## src/logic/imu_seq_pkg.sv

```systemverilog
// Package with constants and types of the mode and power sequencer.
package imu_seq_pkg;
  // ********************************************************
  // Clock and times
  // ********************************************************
  localparam int unsigned CLK_HZ   = 50_000_000; // Core clock rate.
  localparam real T_BOOT_S         = 1.75;       // Boot time, seconds.
  localparam real T_GYRO_MS        = 60.0;       // Gyro wake-up, ms.
  localparam real T_ACC_MS         = 3.0;        // Accel wake-up, ms.
  localparam real T_MAG_MS         = 12.0;       // Mag wake-up, ms.
  localparam real T_WARM_MS        = 5.0;        // Warm-start wake-up, ms.
  localparam int unsigned BOOT_CYC = int'($ceil(T_BOOT_S * CLK_HZ));
  localparam int unsigned GYRO_CYC = int'($ceil(T_GYRO_MS * CLK_HZ / 1000.0));
  localparam int unsigned ACC_CYC  = int'($ceil(T_ACC_MS * CLK_HZ / 1000.0));
  localparam int unsigned MAG_CYC  = int'($ceil(T_MAG_MS * CLK_HZ / 1000.0));
  localparam int unsigned WARM_CYC = int'($ceil(T_WARM_MS * CLK_HZ / 1000.0));
  localparam logic [1:0] SETTLE_LAST = 2'h2; // Third rate period ends settling.
  localparam logic [1:0] STOP_LAST   = 2'h1; // Second rate tick ends shutdown.
  // ********************************************************
  // Rate codes and widths
  // ********************************************************
  localparam logic [2:0] GRATE_OIS  = 3'h6; // Optical stabilisation.
  localparam logic [2:0] GRATE_LL   = 3'h7; // Low-latency stabilisation.
  localparam logic [2:0] GRATE_WARM = 3'h4; // Gyro warm start.
  localparam logic [2:0] ARATE_LL   = 3'h0; // Accel code for low latency.
  localparam int unsigned WORD_W    = 16;   // Stream word width.
  localparam int unsigned ODR_W     = 24;   // Rate period counter width.
  localparam logic [4:0] WORD_BITS  = 5'h10; // Bits per serial word.
  // ********************************************************
  // Types
  // ********************************************************
  typedef enum logic [2:0] {ST_BOOT, ST_DEFAULT, ST_WAKE, ST_SETTLE,
                            ST_RUN, ST_STOP, ST_PDOWN} state_t;
  typedef enum logic [2:0] {MD_OFF, MD_RAW, MD_OIS, MD_OPTICAL_STAB_LOW_LATENCY,
                            MD_FUSE6, MD_FUSE9} mode_t;
  typedef enum logic [1:0] {OUT_RAW, OUT_FUSE6, OUT_FUSE9} out_kind_t;
  typedef struct packed {
    logic       sensor_shutdown;  // Power-down request.
    logic       spi_wire_select;  // 1 selects 3-wire, 0 selects 4-wire.
    logic       on_demand_select; // Host polls fusion results.
    logic       accel_on;         // Accelerometer enable.
    logic       gyro_on;          // Gyroscope enable.
    logic       mag_on;           // Magnetometer enable.
    logic       fusion_on;        // Fusion enable.
    logic [2:0] gyro_rate_code;   // Gyro rate code.
    logic [2:0] accel_rate_code;  // Accel rate code.
  } ctrl_t;
  typedef struct packed {
    logic [WORD_W-1:0] data; // One sample or fusion word.
  } sample_t;
endpackage : imu_seq_pkg

```

## src/logic/imu_mode_power_sequencer.sv

```systemverilog
// Mode and power-state sequencer with serial stabilisation stream.
`timescale 1ns/1ps
// Overview of operation
// - Gyro code 110 streams; accelerometer unavailable.
// - Wire-select bit picks 3-wire or 4-wire.
// - Gyro 111, accel 000 gives low-latency mode.
// - Reset or power-up ends in default state.
// - Six-axis fusion outputs increments, not samples.
// - Nine-axis fusion adds magnetic field values.
// - On-demand fusion results go out on poll.
// - Wake interval counts from second line rising.
// - Three rate periods settle after wake.
// - Sensors off within one to two periods.
// - Full boot takes 1.75 seconds.
// - Gyro wake 60 ms then settling.
// - Accel wake 3 ms then settling.
// - Mag wake 12 ms then settling.
// - Warm-start gyro wake 5 ms then settling.
// - Sensors-off transitions limited by host transfer; leaving power-down here reboots fully.
// - Shutdown bit powers down, keeps interface, contents.
// - Default state keeps sensors off, clock running.
module imu_mode_power_sequencer #(
  parameter int unsigned BOOT_CYC = imu_seq_pkg::BOOT_CYC, // Boot length.
  parameter int unsigned GYRO_CYC = imu_seq_pkg::GYRO_CYC, // Gyro wake.
  parameter int unsigned ACC_CYC  = imu_seq_pkg::ACC_CYC,  // Accel wake.
  parameter int unsigned MAG_CYC  = imu_seq_pkg::MAG_CYC,  // Mag wake.
  parameter int unsigned WARM_CYC = imu_seq_pkg::WARM_CYC  // Warm wake.
) (
  input  wire logic                           i_ref_clk,      // Core clock.
  input  wire logic                           i_rst_n,        // Async reset.
  input  wire imu_seq_pkg::ctrl_t             i_ctrl,         // Control bits.
  input  wire logic [imu_seq_pkg::ODR_W-1:0]  i_odr_cycles,   // Rate period.
  input  wire imu_seq_pkg::sample_t           i_sample,       // Sensor word.
  input  wire logic                           i_sample_valid, // Word valid.
  output logic                                o_sample_ready, // Buffer room.
  input  wire logic                           i_link_clk,     // Host clock pin.
  input  wire logic                           i_poll,         // Host poll pin.
  output logic                                o_sdo,          // Serial data.
  output logic                                o_sdo_oe,       // Data drive.
  output logic                                o_irq_line_one, // First line.
  output logic                                o_irq_line_two, // Second line.
  output imu_seq_pkg::mode_t                  o_mode,         // Active mode.
  output imu_seq_pkg::out_kind_t              o_out_kind,     // Output form.
  output logic                                o_accel_avail,  // Accel usable.
  output logic                                o_data_ready,   // Data valid.
  output logic                                o_boot_busy     // Booting.
);
  // ********************************************************
  // Decoding
  // ********************************************************
  // Mode chosen by the control bits; stabilisation codes take priority.
  function automatic imu_seq_pkg::mode_t decode_mode(imu_seq_pkg::ctrl_t c);
    if (c.gyro_rate_code == imu_seq_pkg::GRATE_OIS) begin
      decode_mode = imu_seq_pkg::MD_OIS;
    end else if (c.gyro_rate_code == imu_seq_pkg::GRATE_LL &&
                 c.accel_rate_code == imu_seq_pkg::ARATE_LL) begin
      decode_mode = imu_seq_pkg::MD_OPTICAL_STAB_LOW_LATENCY;
    end else if (c.accel_on && c.gyro_on && c.fusion_on && c.mag_on) begin
      decode_mode = imu_seq_pkg::MD_FUSE9;
    end else if (c.accel_on && c.gyro_on && c.fusion_on &&
                 !c.accel_rate_code[2]) begin
      decode_mode = imu_seq_pkg::MD_FUSE6;
    end else if (c.accel_on || c.gyro_on || c.mag_on) begin
      decode_mode = imu_seq_pkg::MD_RAW;
    end else begin
      decode_mode = imu_seq_pkg::MD_OFF;
    end
  endfunction : decode_mode

  imu_seq_pkg::state_t st_q;          // Sequencer state.
  imu_seq_pkg::mode_t  want_mode;     // Mode asked for now.
  logic                want;          // Some sensor is asked for.
  logic [31:0]         cnt_q;         // Boot and wake down-counter.
  logic [31:0]         wake_cyc;      // Wake length for the request.
  logic                warm_q;        // Gyro held in warm start.
  logic [imu_seq_pkg::ODR_W-1:0] odr_q; // Rate period counter.
  logic                tick;          // Last cycle of a rate period.
  logic [1:0]          per_q;         // Settle or stop period count.

  assign want_mode = decode_mode(i_ctrl);
  assign want      = (want_mode != imu_seq_pkg::MD_OFF);
  assign tick      = (odr_q == '0);

  // Gyro wake overrides mag, mag overrides accel; warm start shortens the gyro.
  always_comb begin
    wake_cyc = 32'h1;
    if (i_ctrl.accel_on) begin
      wake_cyc = ACC_CYC;
    end
    if (i_ctrl.mag_on) begin
      wake_cyc = MAG_CYC;
    end
    if (i_ctrl.gyro_on || want_mode == imu_seq_pkg::MD_OIS ||
        want_mode == imu_seq_pkg::MD_OPTICAL_STAB_LOW_LATENCY) begin
      wake_cyc = warm_q ? WARM_CYC : GYRO_CYC;
    end
  end

  // ********************************************************
  // Rate period timer
  // ********************************************************
  // Free-running, so settling and shutdown line up with sample periods.
  always_ff @(posedge i_ref_clk or negedge i_rst_n) begin
    if (!i_rst_n) begin
      odr_q <= '0;
    end else if (tick) begin
      odr_q <= i_odr_cycles - 1'b1;
    end else begin
      odr_q <= odr_q - 1'b1;
    end
  end

  // ********************************************************
  // Power state machine
  // ********************************************************
  // Default to power-down takes one cycle; only the host's own transfer time
  // limits it. Leaving power-down reboots in full, taking BOOT_CYC cycles.
  always_ff @(posedge i_ref_clk or negedge i_rst_n) begin
    if (!i_rst_n) begin
      st_q  <= imu_seq_pkg::ST_BOOT;
      cnt_q <= BOOT_CYC - 1;
      per_q <= 2'h0;
    end else begin
      case (st_q)
        imu_seq_pkg::ST_BOOT: begin
          // Full boot; the host should reset only for a full reboot.
          if (cnt_q == 32'h0) begin
            st_q <= imu_seq_pkg::ST_DEFAULT;
          end else begin
            cnt_q <= cnt_q - 32'h1;
          end
        end
        imu_seq_pkg::ST_DEFAULT: begin
          // Sensors stay off here; the clock keeps running.
          if (i_ctrl.sensor_shutdown) begin
            st_q <= imu_seq_pkg::ST_PDOWN;
          end else if (want) begin
            st_q  <= imu_seq_pkg::ST_WAKE;
            cnt_q <= wake_cyc - 32'h1;
          end
        end
        imu_seq_pkg::ST_WAKE: begin
          if (i_ctrl.sensor_shutdown || !want) begin
            st_q  <= imu_seq_pkg::ST_STOP;
            per_q <= 2'h0;
          end else if (cnt_q == 32'h0) begin
            st_q  <= imu_seq_pkg::ST_SETTLE;
            per_q <= 2'h0;
          end else begin
            cnt_q <= cnt_q - 32'h1;
          end
        end
        imu_seq_pkg::ST_SETTLE: begin
          if (i_ctrl.sensor_shutdown || !want) begin
            st_q  <= imu_seq_pkg::ST_STOP;
            per_q <= 2'h0;
          end else if (tick) begin
            per_q <= per_q + 2'h1;
            if (per_q == imu_seq_pkg::SETTLE_LAST) begin
              st_q <= imu_seq_pkg::ST_RUN;
            end
          end
        end
        imu_seq_pkg::ST_RUN: begin
          if (i_ctrl.sensor_shutdown || !want) begin
            st_q  <= imu_seq_pkg::ST_STOP;
            per_q <= 2'h0;
          end
        end
        imu_seq_pkg::ST_STOP: begin
          // The first tick comes within one period, the second one later.
          if (tick) begin
            per_q <= per_q + 2'h1;
            if (per_q == imu_seq_pkg::STOP_LAST) begin
              st_q <= i_ctrl.sensor_shutdown ? imu_seq_pkg::ST_PDOWN
                                             : imu_seq_pkg::ST_DEFAULT;
            end
          end
        end
        imu_seq_pkg::ST_PDOWN: begin
          // Leaving power-down reboots fully.
          if (!i_ctrl.sensor_shutdown) begin
            st_q  <= imu_seq_pkg::ST_BOOT;
            cnt_q <= BOOT_CYC - 1;
          end
        end
        default: begin
          st_q <= imu_seq_pkg::ST_BOOT;
        end
      endcase
    end
  end

  // Warm start is held while idle with the gyro warm code set.
  always_ff @(posedge i_ref_clk or negedge i_rst_n) begin
    if (!i_rst_n) begin
      warm_q <= 1'b0;
    end else if (st_q == imu_seq_pkg::ST_DEFAULT) begin
      warm_q <= (i_ctrl.gyro_rate_code == imu_seq_pkg::GRATE_WARM) && !want;
    end else if (st_q != imu_seq_pkg::ST_WAKE) begin
      warm_q <= 1'b0;
    end
  end

  // Mode and output form latch at wake; power-down keeps them.
  always_ff @(posedge i_ref_clk or negedge i_rst_n) begin
    if (!i_rst_n) begin
      o_mode     <= imu_seq_pkg::MD_OFF;
      o_out_kind <= imu_seq_pkg::OUT_RAW;
    end else if (st_q == imu_seq_pkg::ST_DEFAULT && want &&
                 !i_ctrl.sensor_shutdown) begin
      o_mode <= want_mode;
      case (want_mode)
        imu_seq_pkg::MD_FUSE6: o_out_kind <= imu_seq_pkg::OUT_FUSE6;
        imu_seq_pkg::MD_FUSE9: o_out_kind <= imu_seq_pkg::OUT_FUSE9;
        default:               o_out_kind <= imu_seq_pkg::OUT_RAW;
      endcase
    end
  end

  assign o_data_ready  = (st_q == imu_seq_pkg::ST_RUN);
  assign o_boot_busy   = (st_q == imu_seq_pkg::ST_BOOT);
  assign o_accel_avail = o_data_ready && (o_mode != imu_seq_pkg::MD_OIS);

  // ********************************************************
  // Two-entry buffer
  // ********************************************************
  imu_seq_pkg::sample_t buf_q [2]; // Buffered words.
  logic       wp_q;                // Write slot.
  logic       rp_q;                // Read slot.
  logic [1:0] cnt2_q;              // Words held.
  logic       push;                // Word taken in.
  logic       pop;                 // Word moved to the shifter.

  assign o_sample_ready = (cnt2_q != 2'h2);
  assign push = i_sample_valid && o_sample_ready;

  // A stalled shifter fills the buffer, and the sensor side then waits.
  always_ff @(posedge i_ref_clk or negedge i_rst_n) begin
    if (!i_rst_n) begin
      wp_q   <= 1'b0;
      rp_q   <= 1'b0;
      cnt2_q <= 2'h0;
    end else begin
      wp_q   <= wp_q ^ push;
      rp_q   <= rp_q ^ pop;
      cnt2_q <= cnt2_q + {1'b0, push} - {1'b0, pop};
    end
  end

  always_ff @(posedge i_ref_clk) begin
    if (push) begin
      buf_q[wp_q] <= i_sample;
    end
  end

  // ********************************************************
  // Link pins and serial shifter
  // ********************************************************
  logic [2:0] lk_q;      // Link clock synchroniser.
  logic [2:0] pl_q;      // Poll synchroniser.
  logic       poll_q;    // Poll waiting.
  logic [imu_seq_pkg::WORD_W-1:0] sh_q; // Shift register.
  logic [4:0] bits_q;    // Bits left in the word.
  logic       lk_fall;   // Falling link edge.
  logic       od;        // On-demand fusion active.

  // Only the settled second and third stages are compared.
  assign lk_fall = lk_q[2] && !lk_q[1];
  assign od   = i_ctrl.on_demand_select && (o_mode == imu_seq_pkg::MD_FUSE6 ||
                                            o_mode == imu_seq_pkg::MD_FUSE9);
  assign pop  = o_data_ready && (bits_q == 5'h0) && (cnt2_q != 2'h0) &&
                (!od || poll_q);

  always_ff @(posedge i_ref_clk or negedge i_rst_n) begin
    if (!i_rst_n) begin
      lk_q <= 3'h0;
      pl_q <= 3'h0;
    end else begin
      lk_q <= {lk_q[1:0], i_link_clk};
      pl_q <= {pl_q[1:0], i_poll};
    end
  end

  // A poll edge that meets a load stays pending: set wins.
  always_ff @(posedge i_ref_clk or negedge i_rst_n) begin
    if (!i_rst_n) begin
      poll_q <= 1'b0;
    end else if (pl_q[1] && !pl_q[2]) begin
      poll_q <= 1'b1;
    end else if (pop) begin
      poll_q <= 1'b0;
    end
  end

  // Words leave on falling link edges, most significant bit first.
  always_ff @(posedge i_ref_clk or negedge i_rst_n) begin
    if (!i_rst_n) begin
      sh_q   <= '0;
      bits_q <= 5'h0;
      o_sdo  <= 1'b0;
    end else if (pop) begin
      sh_q   <= buf_q[rp_q].data;
      bits_q <= imu_seq_pkg::WORD_BITS;
      o_sdo  <= buf_q[rp_q].data[imu_seq_pkg::WORD_W-1];
    end else if (lk_fall && bits_q != 5'h0) begin
      sh_q   <= {sh_q[imu_seq_pkg::WORD_W-2:0], 1'b0};
      bits_q <= bits_q - 5'h1;
      o_sdo  <= sh_q[imu_seq_pkg::WORD_W-2];
    end
  end

  // 4-wire owns its data pin; 3-wire drives only during a word.
  assign o_sdo_oe = !i_ctrl.spi_wire_select || (bits_q != 5'h0);

  // Line one frames words in stabilisation mode; line two rises at wake
  // and, in low latency, pulses per word.
  always_ff @(posedge i_ref_clk or negedge i_rst_n) begin
    if (!i_rst_n) begin
      o_irq_line_one <= 1'b0;
      o_irq_line_two <= 1'b0;
    end else begin
      o_irq_line_one <= (o_mode == imu_seq_pkg::MD_OIS) && (bits_q != 5'h0);
      if (o_mode == imu_seq_pkg::MD_OPTICAL_STAB_LOW_LATENCY && o_data_ready) begin
        o_irq_line_two <= pop;
      end else begin
        o_irq_line_two <= (st_q == imu_seq_pkg::ST_WAKE) ||
                          (st_q == imu_seq_pkg::ST_SETTLE) || o_data_ready;
      end
    end
  end
endmodule : imu_mode_power_sequencer

```

## config.mk

```make
export PLATFORM = sky130hd
export DESIGN_NAME = imu_mode_power_sequencer
export DESIGN_NICKNAME = d
export VERILOG_FILES = /design/src/logic/imu_seq_pkg.sv /design/src/logic/imu_mode_power_sequencer.sv
export SDC_FILE = /design/constraint.sdc
export NUM_CORES = 1
export LEC_CHECK = 0
export BUFFER_PORTS_ARGS = -buffer_cell sky130_fd_sc_hd__buf_4
export CAP_MARGIN = 20
export CELL_PAD_IN_SITES_DETAIL_PLACEMENT = 0
export CELL_PAD_IN_SITES_GLOBAL_PLACEMENT = 1
export CORE_MARGIN = 2
export CORE_UTILIZATION = 32
export DETAILED_ROUTE_END_ITERATION = 16
export PLACE_DENSITY = 0.62
export SYNTH_ARGS = -nofsm -noshare
export SYNTH_HDL_FRONTEND = slang
export SYNTH_SLANG_ARGS = --single-unit
```

## constraint.sdc

```tcl
create_clock -name i_ref_clk -period 3.74 [get_ports i_ref_clk]
set_input_delay 0.748 -clock i_ref_clk [delete_from_list [all_inputs] [get_ports i_ref_clk]]
set_output_delay 0.748 -clock i_ref_clk [all_outputs]
set_load 0.01 [all_outputs]
```

==> impl_metrics.toml, run 1 <==
[routing]
num_vias = 6354
ant_nets = 0
drt-total-wl_um = 20600
drt_pass1_iterations = 5
first_iter_violations = 280
wl_per_cell_um = 18.3
viasPerCell = 5.65
drc_errors = 0

[logic_synthesis]
synth.avg_cell_area_um2 = 9.63
synth.most_common_cell = "nor2_1"
synth_top_area_share_pct = 29.4
synth_nets = 819
ys_types = 78
async_flop_share_pct = 75.9
yosys_warnings = 0
yosys.area.top_type = "dfrtp_1"
synth-edff-count = 32
synth_area_leaders = "dfrtp_1, edfxtp_1, dfstp_2"
synthTopCellsByCount = "nor2_1, dfrtp_1, nand2_1"
ys_seq_area_share_pct = 48.5
ys.flop_type = "dfrtp_1"
synth_area_um2 = 7230
ys_ff_latch = 133
syn_inst = 751

[grt]
grt_pass1_vias = 6337
overflow = 0
grt_pass1_wl_um = 33200
antenna_found_initial = 0
grt_max_degree = 66
track_usage_pct = 17.7

[timing]
worst_slew_pin_slew_ns = 1.01
relSlewSlack_pct = 32.2
fmax_ghz = 0.296
min_period_ns = 3.38
tns_ns = 0
setup_viol = 0
slew_violations = 0
skew_ns = 0.0170
rsz0062_at_grt = "false"
fin_ws_ns = 0.358
period_share_pct = 90.4
hold_viol_final = 0

[final_layout]
final_cells = 1125
n_fill_cell = 2197
fin_area_um2 = 8810
fin_util_pct = 40.0
drive_gt1_share_pct = 18.8
area_growth_pct = 21.9
nets = 900
diodes = 0

[placement]
pre_cts_slack_ns = 0.366
dp.cells = 1093
hpwl_um = 14700
placed_area_um2 = 8190
port_buffers = 70
gp_congestion = 0.868

[worst_setup_path]
crit_start = "odr_q[7]$_DFF_PN0_"
cp-start-kind = "flip-flop"
path_max_fanout = 6
arrival_ns = 3.70
worstPathRequired_ns = 4.06
cp-end-kind = "flip-flop"
crit_type = "flip-flop to flip-flop"
rr_worst_depth = 11
r2r_start = "odr_q[7]$_DFF_PN0_"

[outcome]
status = "finished, final reports clean"

[pwr]
seqPwrFrac_pct = 36.5
intPower_mw = 3.89
p_leak_nw = 3.62
peakVddDrop_mv = 0.307
comb_power_share_pct = 35.3
pwr-share-clk_pct = 28.2
p_per_area_nw_per_um2 = 726
p_switching_mw = 2.51
switching_share_pct = 39.2

[die]
rows = 54
die_y_um = 154
io_pins = 71
coreArea_um2 = 22000
die_width_um = 154
dieArea_um2 = 23800
initial_core_util_pct = 32.8

[run]
maxCapViolCount = 0

[clock_tree]
cts_setup_buffers = 0
cts_resized = 0
cts_tree = "built"
cts_buffers = 17
cts-root-buf = "clkbuf_16"
clkSlewWorstSetupHoldPaths_ns = 0.07
clockBufferDepth = 2
hold_buffers = 0
htree_levels = 4
clk_latency_ns = 0.43
cts.sinks = 133

[min_path]
hold_path.class = "input port to async pin"
## registers in the layout (all words and copies together), names as in the netlist, 2 cells and up
signal      count
pl_q            3
bits_q          5
sh_q           15
buf_q          32
st_q            3
o_mode          3
cnt_q          32
cnt2_q          2
o_out_kind      2
odr_q          24
per_q           2
lk_q            3
## metrics by stage
step / total power [mW] / hold slack [ns]
6_report: 6.40 / 0.323
5_1_grt: 6.80 / 0.358
4_1_cts: 6.44 / 0.335
3_5_place_dp: 4.60 / 0.337
3_3_place_gp: 4.57 / 0.336
2_1_floorplan: 3.75 / 0.331
## cells by family after synthesis
family	share of synthesized area, %
AO/OA/AOI/OAI	21.5
adder cells (fa/ha/maj)	1.73
AND/OR/NAND/NOR	19.7
flip-flops	48.5
XOR/XNOR	2.91
buffers and inverters	3.22
multiplexers	2.35
## power by group through the flow
stage | Combinational, mW | Clock [mW] | Sequential [mW]
finish | 2.26 | 1.80 | 2.34
detailed placement | 2.24 | 0 | 2.36
global placement | 2.23 | 0 | 2.35
CTS | 2.25 | 1.85 | 2.34
floorplan | 1.53 | 0 | 2.22
global route | 2.49 | 1.91 | 2.40
## cells in the final DEF (no fill, tap or decap), types with 26 or more instances in the layout
master	instances
nor3_1	26
nand2_1	59
o21ai_0	40
nor2_1	88
inv_1	26
dfrtp_1	85
a21oi_1	57
buf_4	93
nand3_1	26
edfxtp_1	32
## final timing paths
kind | endpoint | slack [ns]
setup reg to reg | odr_q[12]$_DFF_PN0_ | 0.36
min in group i_ref_clk | pl_q[1]$_DFF_PN0_ | 0.35
max in group asynchronous | cnt_q[18]$_DFFE_PN1P_ | 2.61
setup / recovery | odr_q[12]$_DFF_PN0_ | 0.36
hold reg to reg | pl_q[1]$_DFF_PN0_ | 0.35
hold / removal | cnt_q[5]$_DFFE_PN0P_ | 0.32
## metal layers
metal	routed length, um	track usage, %	part of all wire (%)
met3	812	3.39	3.9
met4	475	7.01	2.3
met5	0	0	0
met1	9250	22.5	45
met2	10100	29.8	49
## critical path: stages, from the launching register on
cell      delay (ns)
dfrtp_1         0.43
or4_1           0.63
nor4b_2         0.44
and3_1          0.34
a21oi_1         0.12
ha_1            0.22
nor3b_1         0.17
nand2b_1        0.21
a211o_1         0.29
a211oi_1        0.09
a211oi_1        0.25
a21oi_1         0.06
## final cells by class
type	instances	area, um2	share of cell area [%]
multi-input cells	560	3510	39.8
repair buffers	94	718	8.15
flip-flops and latches	133	3510	39.8
well taps	280	350	3.97
clock buffers	17	425	4.83
clock inverters	15	204	2.31
inverters	26	97.6	1.11
Note: power is estimated with default switching activity, not from simulation.
==> run 2: changes to the inputs <==
--- a/config.mk
+++ b/config.mk
@@ -12,7 +12,7 @@
 export CORE_MARGIN = 2
 export CORE_UTILIZATION = 32
 export DETAILED_ROUTE_END_ITERATION = 16
-export PLACE_DENSITY = 0.62
+export PLACE_DENSITY_LB_ADDON = 0.1
 export SYNTH_ARGS = -nofsm -noshare
 export SYNTH_HDL_FRONTEND = slang
 export SYNTH_SLANG_ARGS = --single-unit
==> run 2 against run 1 <==
Cell area down 0.31%. Clock power down 4%. Via count down 2.4%. Maximum frequency up 6.4%. Largest power group unchanged.
==> impl_metrics.toml, run 2 (synthesis results as in run 1) <==
[pwr]
p_switching_mw = 2.46
seqPwrFrac_pct = 37.0
p_per_area_nw_per_um2 = 715
intPower_mw = 3.82
peakVddDrop_mv = 0.263
comb_power_share_pct = 35.6
switching_share_pct = 39.2
pwr-share-clk_pct = 27.3
p_leak_nw = 3.60
fin_total_pwr_mw = 6.28

[clock_tree]
clockBufferDepth = 2
cts-root-buf = "clkbuf_16"
htree_levels = 4
clkSlewWorstSetupHoldPaths_ns = 0.07
cts_tree = "built"
cts_setup_buffers = 0
hold_buffers = 0
cts_buffers = 17
clk_latency_ns = 0.42
cts_resized = 0
cts.sinks = 133

[final_layout]
top_regs = "buf_q x32, cnt_q x32, odr_q x24"
fin_area_um2 = 8790
nets = 899
area_growth_pct = 21.5
drive_gt1_share_pct = 18.7
final_common_cell = "buf_4"
diodes = 0
layout_common_cells = "buf_4, nor2_1, dfrtp_1"

[grt]
antenna_found_initial = 0
overflow = 0
grt_pass1_vias = 6213
grt_pass1_wl_um = 32600
track_usage_pct = 17.1
grt_max_degree = 48

[worst_setup_path]
cp-start-kind = "flip-flop"
crit_type = "flip-flop to flip-flop"
worstPathRequired_ns = 4.04
arrival_ns = 3.48
cp-end-kind = "flip-flop"
r2r_start = "odr_q[7]$_DFF_PN0_"
path_max_fanout = 6
crit_start = "odr_q[7]$_DFF_PN0_"

[timing]
setup_viol = 0
worst_slew_pin_slew_ns = 0.925
min_period_ns = 3.18
hold_viol_final = 0
period_share_pct = 85.0
slew_violations = 0
rsz0062_at_grt = "false"
skew_ns = 0.00962
fin_ws_ns = 0.561
relSlewSlack_pct = 38.1
fmax_ghz = 0.315
tns_ns = 0

[placement]
pre_cts_slack_ns = 0.382
gp_congestion = 0.836
placed_area_um2 = 8180
hpwl_um = 14300
port_buffers = 70

[routing]
first_iter_violations = 350
drc_errors = 0
drt-total-wl_um = 19900
wl_per_cell_um = 17.7
ant_nets = 0
drt_pass1_iterations = 5
viasPerCell = 5.52
num_vias = 6199

[die]
die_width_um = 154
initial_core_util_pct = 32.8
dieArea_um2 = 23800
die_y_um = 154
io_pins = 71
coreArea_um2 = 22000
rows = 54

[min_path]
hold_path.class = "input port to async pin"

[run]
maxCapViolCount = 0

[outcome]
status = "finished, final reports clean"
## run 2: cell count changes in the layout (fill, tap and decap cells not counted)
cell and change:
clkinvlp_4 +1, clkinv_8 +1, inv_8 -2, buf_4 -1, inv_6 -1, clkinv_4 +2
bufinv_16 -1
## run 2: area by class of cell
type	instances	area (um2)
clock buffers	17	425
clock inverters	15	184
fillers	2161	13200
inverters	26	97.6
multi-input cells	560	3510
flip-flops and latches	133	3510
well taps	280	350
repair buffers	93	711
## run 2: worst max-delay path, cell delays in order, from the launching register on
cell and delay (ns):
dfrtp_1 0.42, or4_1 0.63, nor4b_2 0.39, and3_1 0.28, a21oi_1 0.10, ha_1 0.22, nor3b_1 0.16, nand2b_1 0.20
a211o_1 0.29, a211oi_1 0.09, a211oi_1 0.22, a21oi_1 0.06
## run 2: power groups by stage
stage	Clock [mW]	Combinational [mW]	Sequential, mW
2_1_floorplan	0	1.53	2.22
3_5_place_dp	0	2.24	2.35
6_report	1.72	2.24	2.33
4_1_cts	1.76	2.25	2.33
5_1_grt	1.83	2.50	2.39
3_3_place_gp	0	2.21	2.34
## run 2: routing by layer
metal  part of all wire [%]  GRT usage [%]
met2                     47           28.2
met5                      0              0
met1                     47           22.8
met3                    4.5           3.67
met4                    1.4           5.03
## run 2: path summary, 6_finish.rpt
check,to,slack (ns),cells past startpoint
max reg2reg,odr_q[12]$_DFF_PN0_,0.56,11
min,odr_q[13]$_DFF_PN0_,0.34,1
max,odr_q[12]$_DFF_PN0_,0.56,11
min reg2reg,lk_q[1]$_DFF_PN0_,0.35,0
min in group i_ref_clk,lk_q[1]$_DFF_PN0_,0.35,0
max in group asynchronous,cnt_q[7]$_DFFE_PN1P_,2.62,2
## run 2: through the flow
step | cells | utilization, % | hold WS [ns]
after floorplan | 751 | - | 0.331
after global placement | 1092 | 37.1 | 0.337
after detailed placement | 1092 | 37.1 | 0.335
after CTS | 1124 | 39.9 | 0.350
after global routing | 1124 | 39.9 | 0.363
final | 1124 | 39.9 | 0.337
==> run 3: changes to the inputs <==
--- a/config.mk
+++ b/config.mk
@@ -5,6 +5,7 @@
 export SDC_FILE = /design/constraint.sdc
 export NUM_CORES = 1
 export LEC_CHECK = 0
+export ABC_AREA = 1
 export BUFFER_PORTS_ARGS = -buffer_cell sky130_fd_sc_hd__buf_4
 export CAP_MARGIN = 20
 export CELL_PAD_IN_SITES_DETAIL_PLACEMENT = 0
==> constraint.sdc (replaced) <==
create_clock -name i_ref_clk -period 2.7 [get_ports i_ref_clk]
set_input_delay 0.54 -clock i_ref_clk [delete_from_list [all_inputs] [get_ports i_ref_clk]]
set_output_delay 0.54 -clock i_ref_clk [all_outputs]
set_load 0.01 [all_outputs]
==> run 3 against run 2 <==
Sequential share of layout area fell by 4.3 points. First-iteration DRC count rose by 6.0%. Non-clock buffer count fell by 1. Register-to-register slack got worse by 0.28 ns. Clock power rose by 40%. Flip-flop and latch count did not move. Die area rose by 14%. Global-route usage rose by 1.4 points. Combinational power fell by 54%. Maximum frequency rose by 31%. Cell count rose by 36%. Critical path type unchanged. Critical endpoint is now cnt_q[23]$_DFFE_PN0P_. Largest power group unchanged.
==> impl_metrics.toml, run 3 <==
[worst_setup_path]
cp_cell_sequence = "inv_2 > nand3_4 > inv_4 > buf_12 > o21ai_1 > nor2_1 > nand2_1 > inv_2 > nand2_1 > nor2_2 > nand3_1 > nand3_1 > nand2_1"
cpPeakStageDelay_ns = 0.44
critPathBufInv = 4
rrSetupSlack_ns = 0.28
crit_type = "flip-flop to flip-flop"
rr_worst_depth = 13
cp-start-kind = "flip-flop"
path_max_fanout = 20
cp_top_family = "simple AND/OR/NAND/NOR gates"
worstPathRequired_ns = 3.01
cp-end-kind = "flip-flop"
r2r_start = "st_q[2]$_DFFE_PN0P_"
crit_top_cell = "nand2_1"
arrival_ns = 2.73
crit_slowest_cell = "dfrtp_1"
reg2reg_to = "cnt_q[23]$_DFFE_PN0P_"

[final_layout]
top_regs = "buf_q x32, cnt_q x32, odr_q x24"
layout_common_cells = "nand2_1, nor2_1, inv_1"
fin_area_um2 = 9860
final_common_cell = "nand2_1"
fin_util_pct = 39.0
area_growth_pct = 19.5
drive_gt1_share_pct = 19.5
diodes = 0
final_cells = 1533
n_fill_cell = 2674
nets = 1258

[grt]
grt_pass1_wl_um = 38400
antenna_found_initial = 0
grt_max_degree = 45
overflow = 0
track_usage_pct = 18.5
grt_pass1_vias = 7132

[clock_tree]
clockBufferDepth = 2
cts_setup_buffers = 0
clk_latency_ns = 0.43
hold_buffers = 0
cts_buffers = 17
cts.sinks = 133
htree_levels = 4
cts_tree = "built"
clkSlewWorstSetupHoldPaths_ns = 0.07
cts_resized = 0
cts-root-buf = "clkbuf_16"

[placement]
placed_area_um2 = 9240
pre_cts_slack_ns = -0.117
port_buffers = 70
hpwl_um = 17600
dp.cells = 1501
gp_congestion = 0.848

[pwr]
p_per_area_nw_per_um2 = 604
seqPwrFrac_pct = 42.6
p_switching_mw = 1.85
peakVddDrop_mv = 0.400
switching_share_pct = 31.1
p_leak_nw = 4.75
pwr-share-clk_pct = 40.3
comb_power_share_pct = 17.1
intPower_mw = 4.10

[timing]
slew_violations = 0
min_period_ns = 2.42
worst_slew_pin_slew_ns = 0.574
holdWs_ns = 0.102
setup_viol = 0
hold_viol_final = 0
fin_ws_ns = 0.279
relSlewSlack_pct = 61.7
rsz0062_at_grt = "false"
period_share_pct = 89.7
skew_ns = 0.0108
fmax_ghz = 0.413

[logic_synthesis]
synth-edff-count = 32
yosys.area.top_type = "dfrtp_1"
yosys_warnings = 0
synth_nets = 1169
synth.avg_cell_area_um2 = 7.49
syn_inst = 1101
ys.flop_type = "dfrtp_1"
synth_top_area_share_pct = 25.8
synthTopCellsByCount = "nand2_1, nor2_1, inv_1"
ys_types = 53
synth.most_common_cell = "nand2_1"
synth_area_um2 = 8250
synth_area_leaders = "dfrtp_1, nand2_1, edfxtp_1"
async_flop_share_pct = 75.9
ys_ff_latch = 133
ys_seq_area_share_pct = 42.5

[die]
initial_core_util_pct = 32.7
io_pins = 71
die_y_um = 165
dieArea_um2 = 27100
coreArea_um2 = 25300
rows = 58
die_width_um = 165

[min_path]
hold_path.class = "input port to async pin"

[routing]
drt-total-wl_um = 23700
wl_per_cell_um = 15.4
drt_pass1_iterations = 5
drc_errors = 0
num_vias = 7113
ant_nets = 0
viasPerCell = 4.64
first_iter_violations = 371

[run]
maxCapViolCount = 0

[outcome]
status = "finished, final reports clean"
## run 3: changes by cell type in the layout (fill, tap and decap cells not counted), sizes merged, moves of 17 or more
| cell | delta |
|---|---|
| inv | +143 |
| nor2 | +123 |
| nor3 | -17 |
| a21oi | -48 |
| nand4 | +18 |
| nand3 | +68 |
| nand2 | +239 |
## run 3: worst max-delay path by stage
stage | start | end | cells after the start | slack [ns]
floorplan | i_ctrl[5] | cnt_q[26]$_DFFE_PN1P_ | 17 | 0.58
global placement | i_ctrl[1] | cnt_q[31]$_DFFE_PN0P_ | 14 | -0.10
detailed placement | i_ctrl[1] | cnt_q[31]$_DFFE_PN0P_ | 14 | -0.12
CTS | st_q[2]$_DFFE_PN0P_ | cnt_q[31]$_DFFE_PN0P_ | 14 | 0.16
global route | st_q[2]$_DFFE_PN0P_ | cnt_q[23]$_DFFE_PN0P_ | 13 | 0.006
finish | st_q[2]$_DFFE_PN0P_ | cnt_q[23]$_DFFE_PN0P_ | 13 | 0.28
## run 3: kinds of logic (layout without fill, tap and decap cells)
| family | count (synthesis) | in the layout | share of synthesized area (%) |
|---|---|---|---|
| DFF | 133 | 133 | 42.5 |
| buffers and inverters | 192 | 294 | 9.69 |
| and+or+nand+nor | 652 | 652 | 36.9 |
| adders and majority gates | 10 | 10 | 1.52 |
| AOI/OAI and AO/OA | 93 | 93 | 7.10 |
| xor gates and xnor gates | 20 | 20 | 2.12 |
| muxes | 1 | 1 | 0.121 |
## run 3: final cells by class
| cell class | count | area, um2 | area share [%] |
|---|---|---|---|
| Clock buffer | 17 | 425 | 4.32 |
| Clock inverter | 15 | 180 | 1.83 |
| Inverter | 170 | 642 | 6.51 |
| Multi-Input combinational cell | 776 | 3950 | 40.0 |
| Sequential cell | 133 | 3510 | 35.6 |
| Tap cell | 330 | 413 | 4.19 |
| Timing Repair Buffer | 92 | 741 | 7.51 |
## run 3: power by group through the flow
stage / registers [mW] / clock network [mW] / logic [mW]
finish: 2.54 / 2.40 / 1.02
global route: 2.57 / 2.57 / 1.17
CTS: 2.53 / 2.47 / 1.04
detailed placement: 2.57 / 0 / 1.04
global placement: 2.57 / 0 / 1.03
floorplan: 2.55 / 0 / 0.692
## run 3: worst reg2reg max path, delay by kind of cell, from the launching register on
family                 cells  cell delay, ns
flip-flops                 1            0.44
AND/OR/NAND/NOR            8            1.09
buffers and inverters      4            0.65
AO/OA/AOI/OAI              1            0.13
## run 3: routing by layer
layer	GRT usage, %	part of all wire [%]
met3	3.11	2.9
met2	31.4	48
met5	0	0
met4	4.62	1.4
met1	24.5	48
## run 3: stage by stage
| step | setup TNS [ns] | total power [mW] |
|---|---|---|
| 2_1_floorplan | 0 | 3.24 |
| 3_3_place_gp | -0.105 | 3.60 |
| 3_5_place_dp | -0.128 | 3.61 |
| 4_1_cts | 0 | 6.05 |
| 5_1_grt | 0 | 6.32 |
| 6_report | 0 | 5.95 |
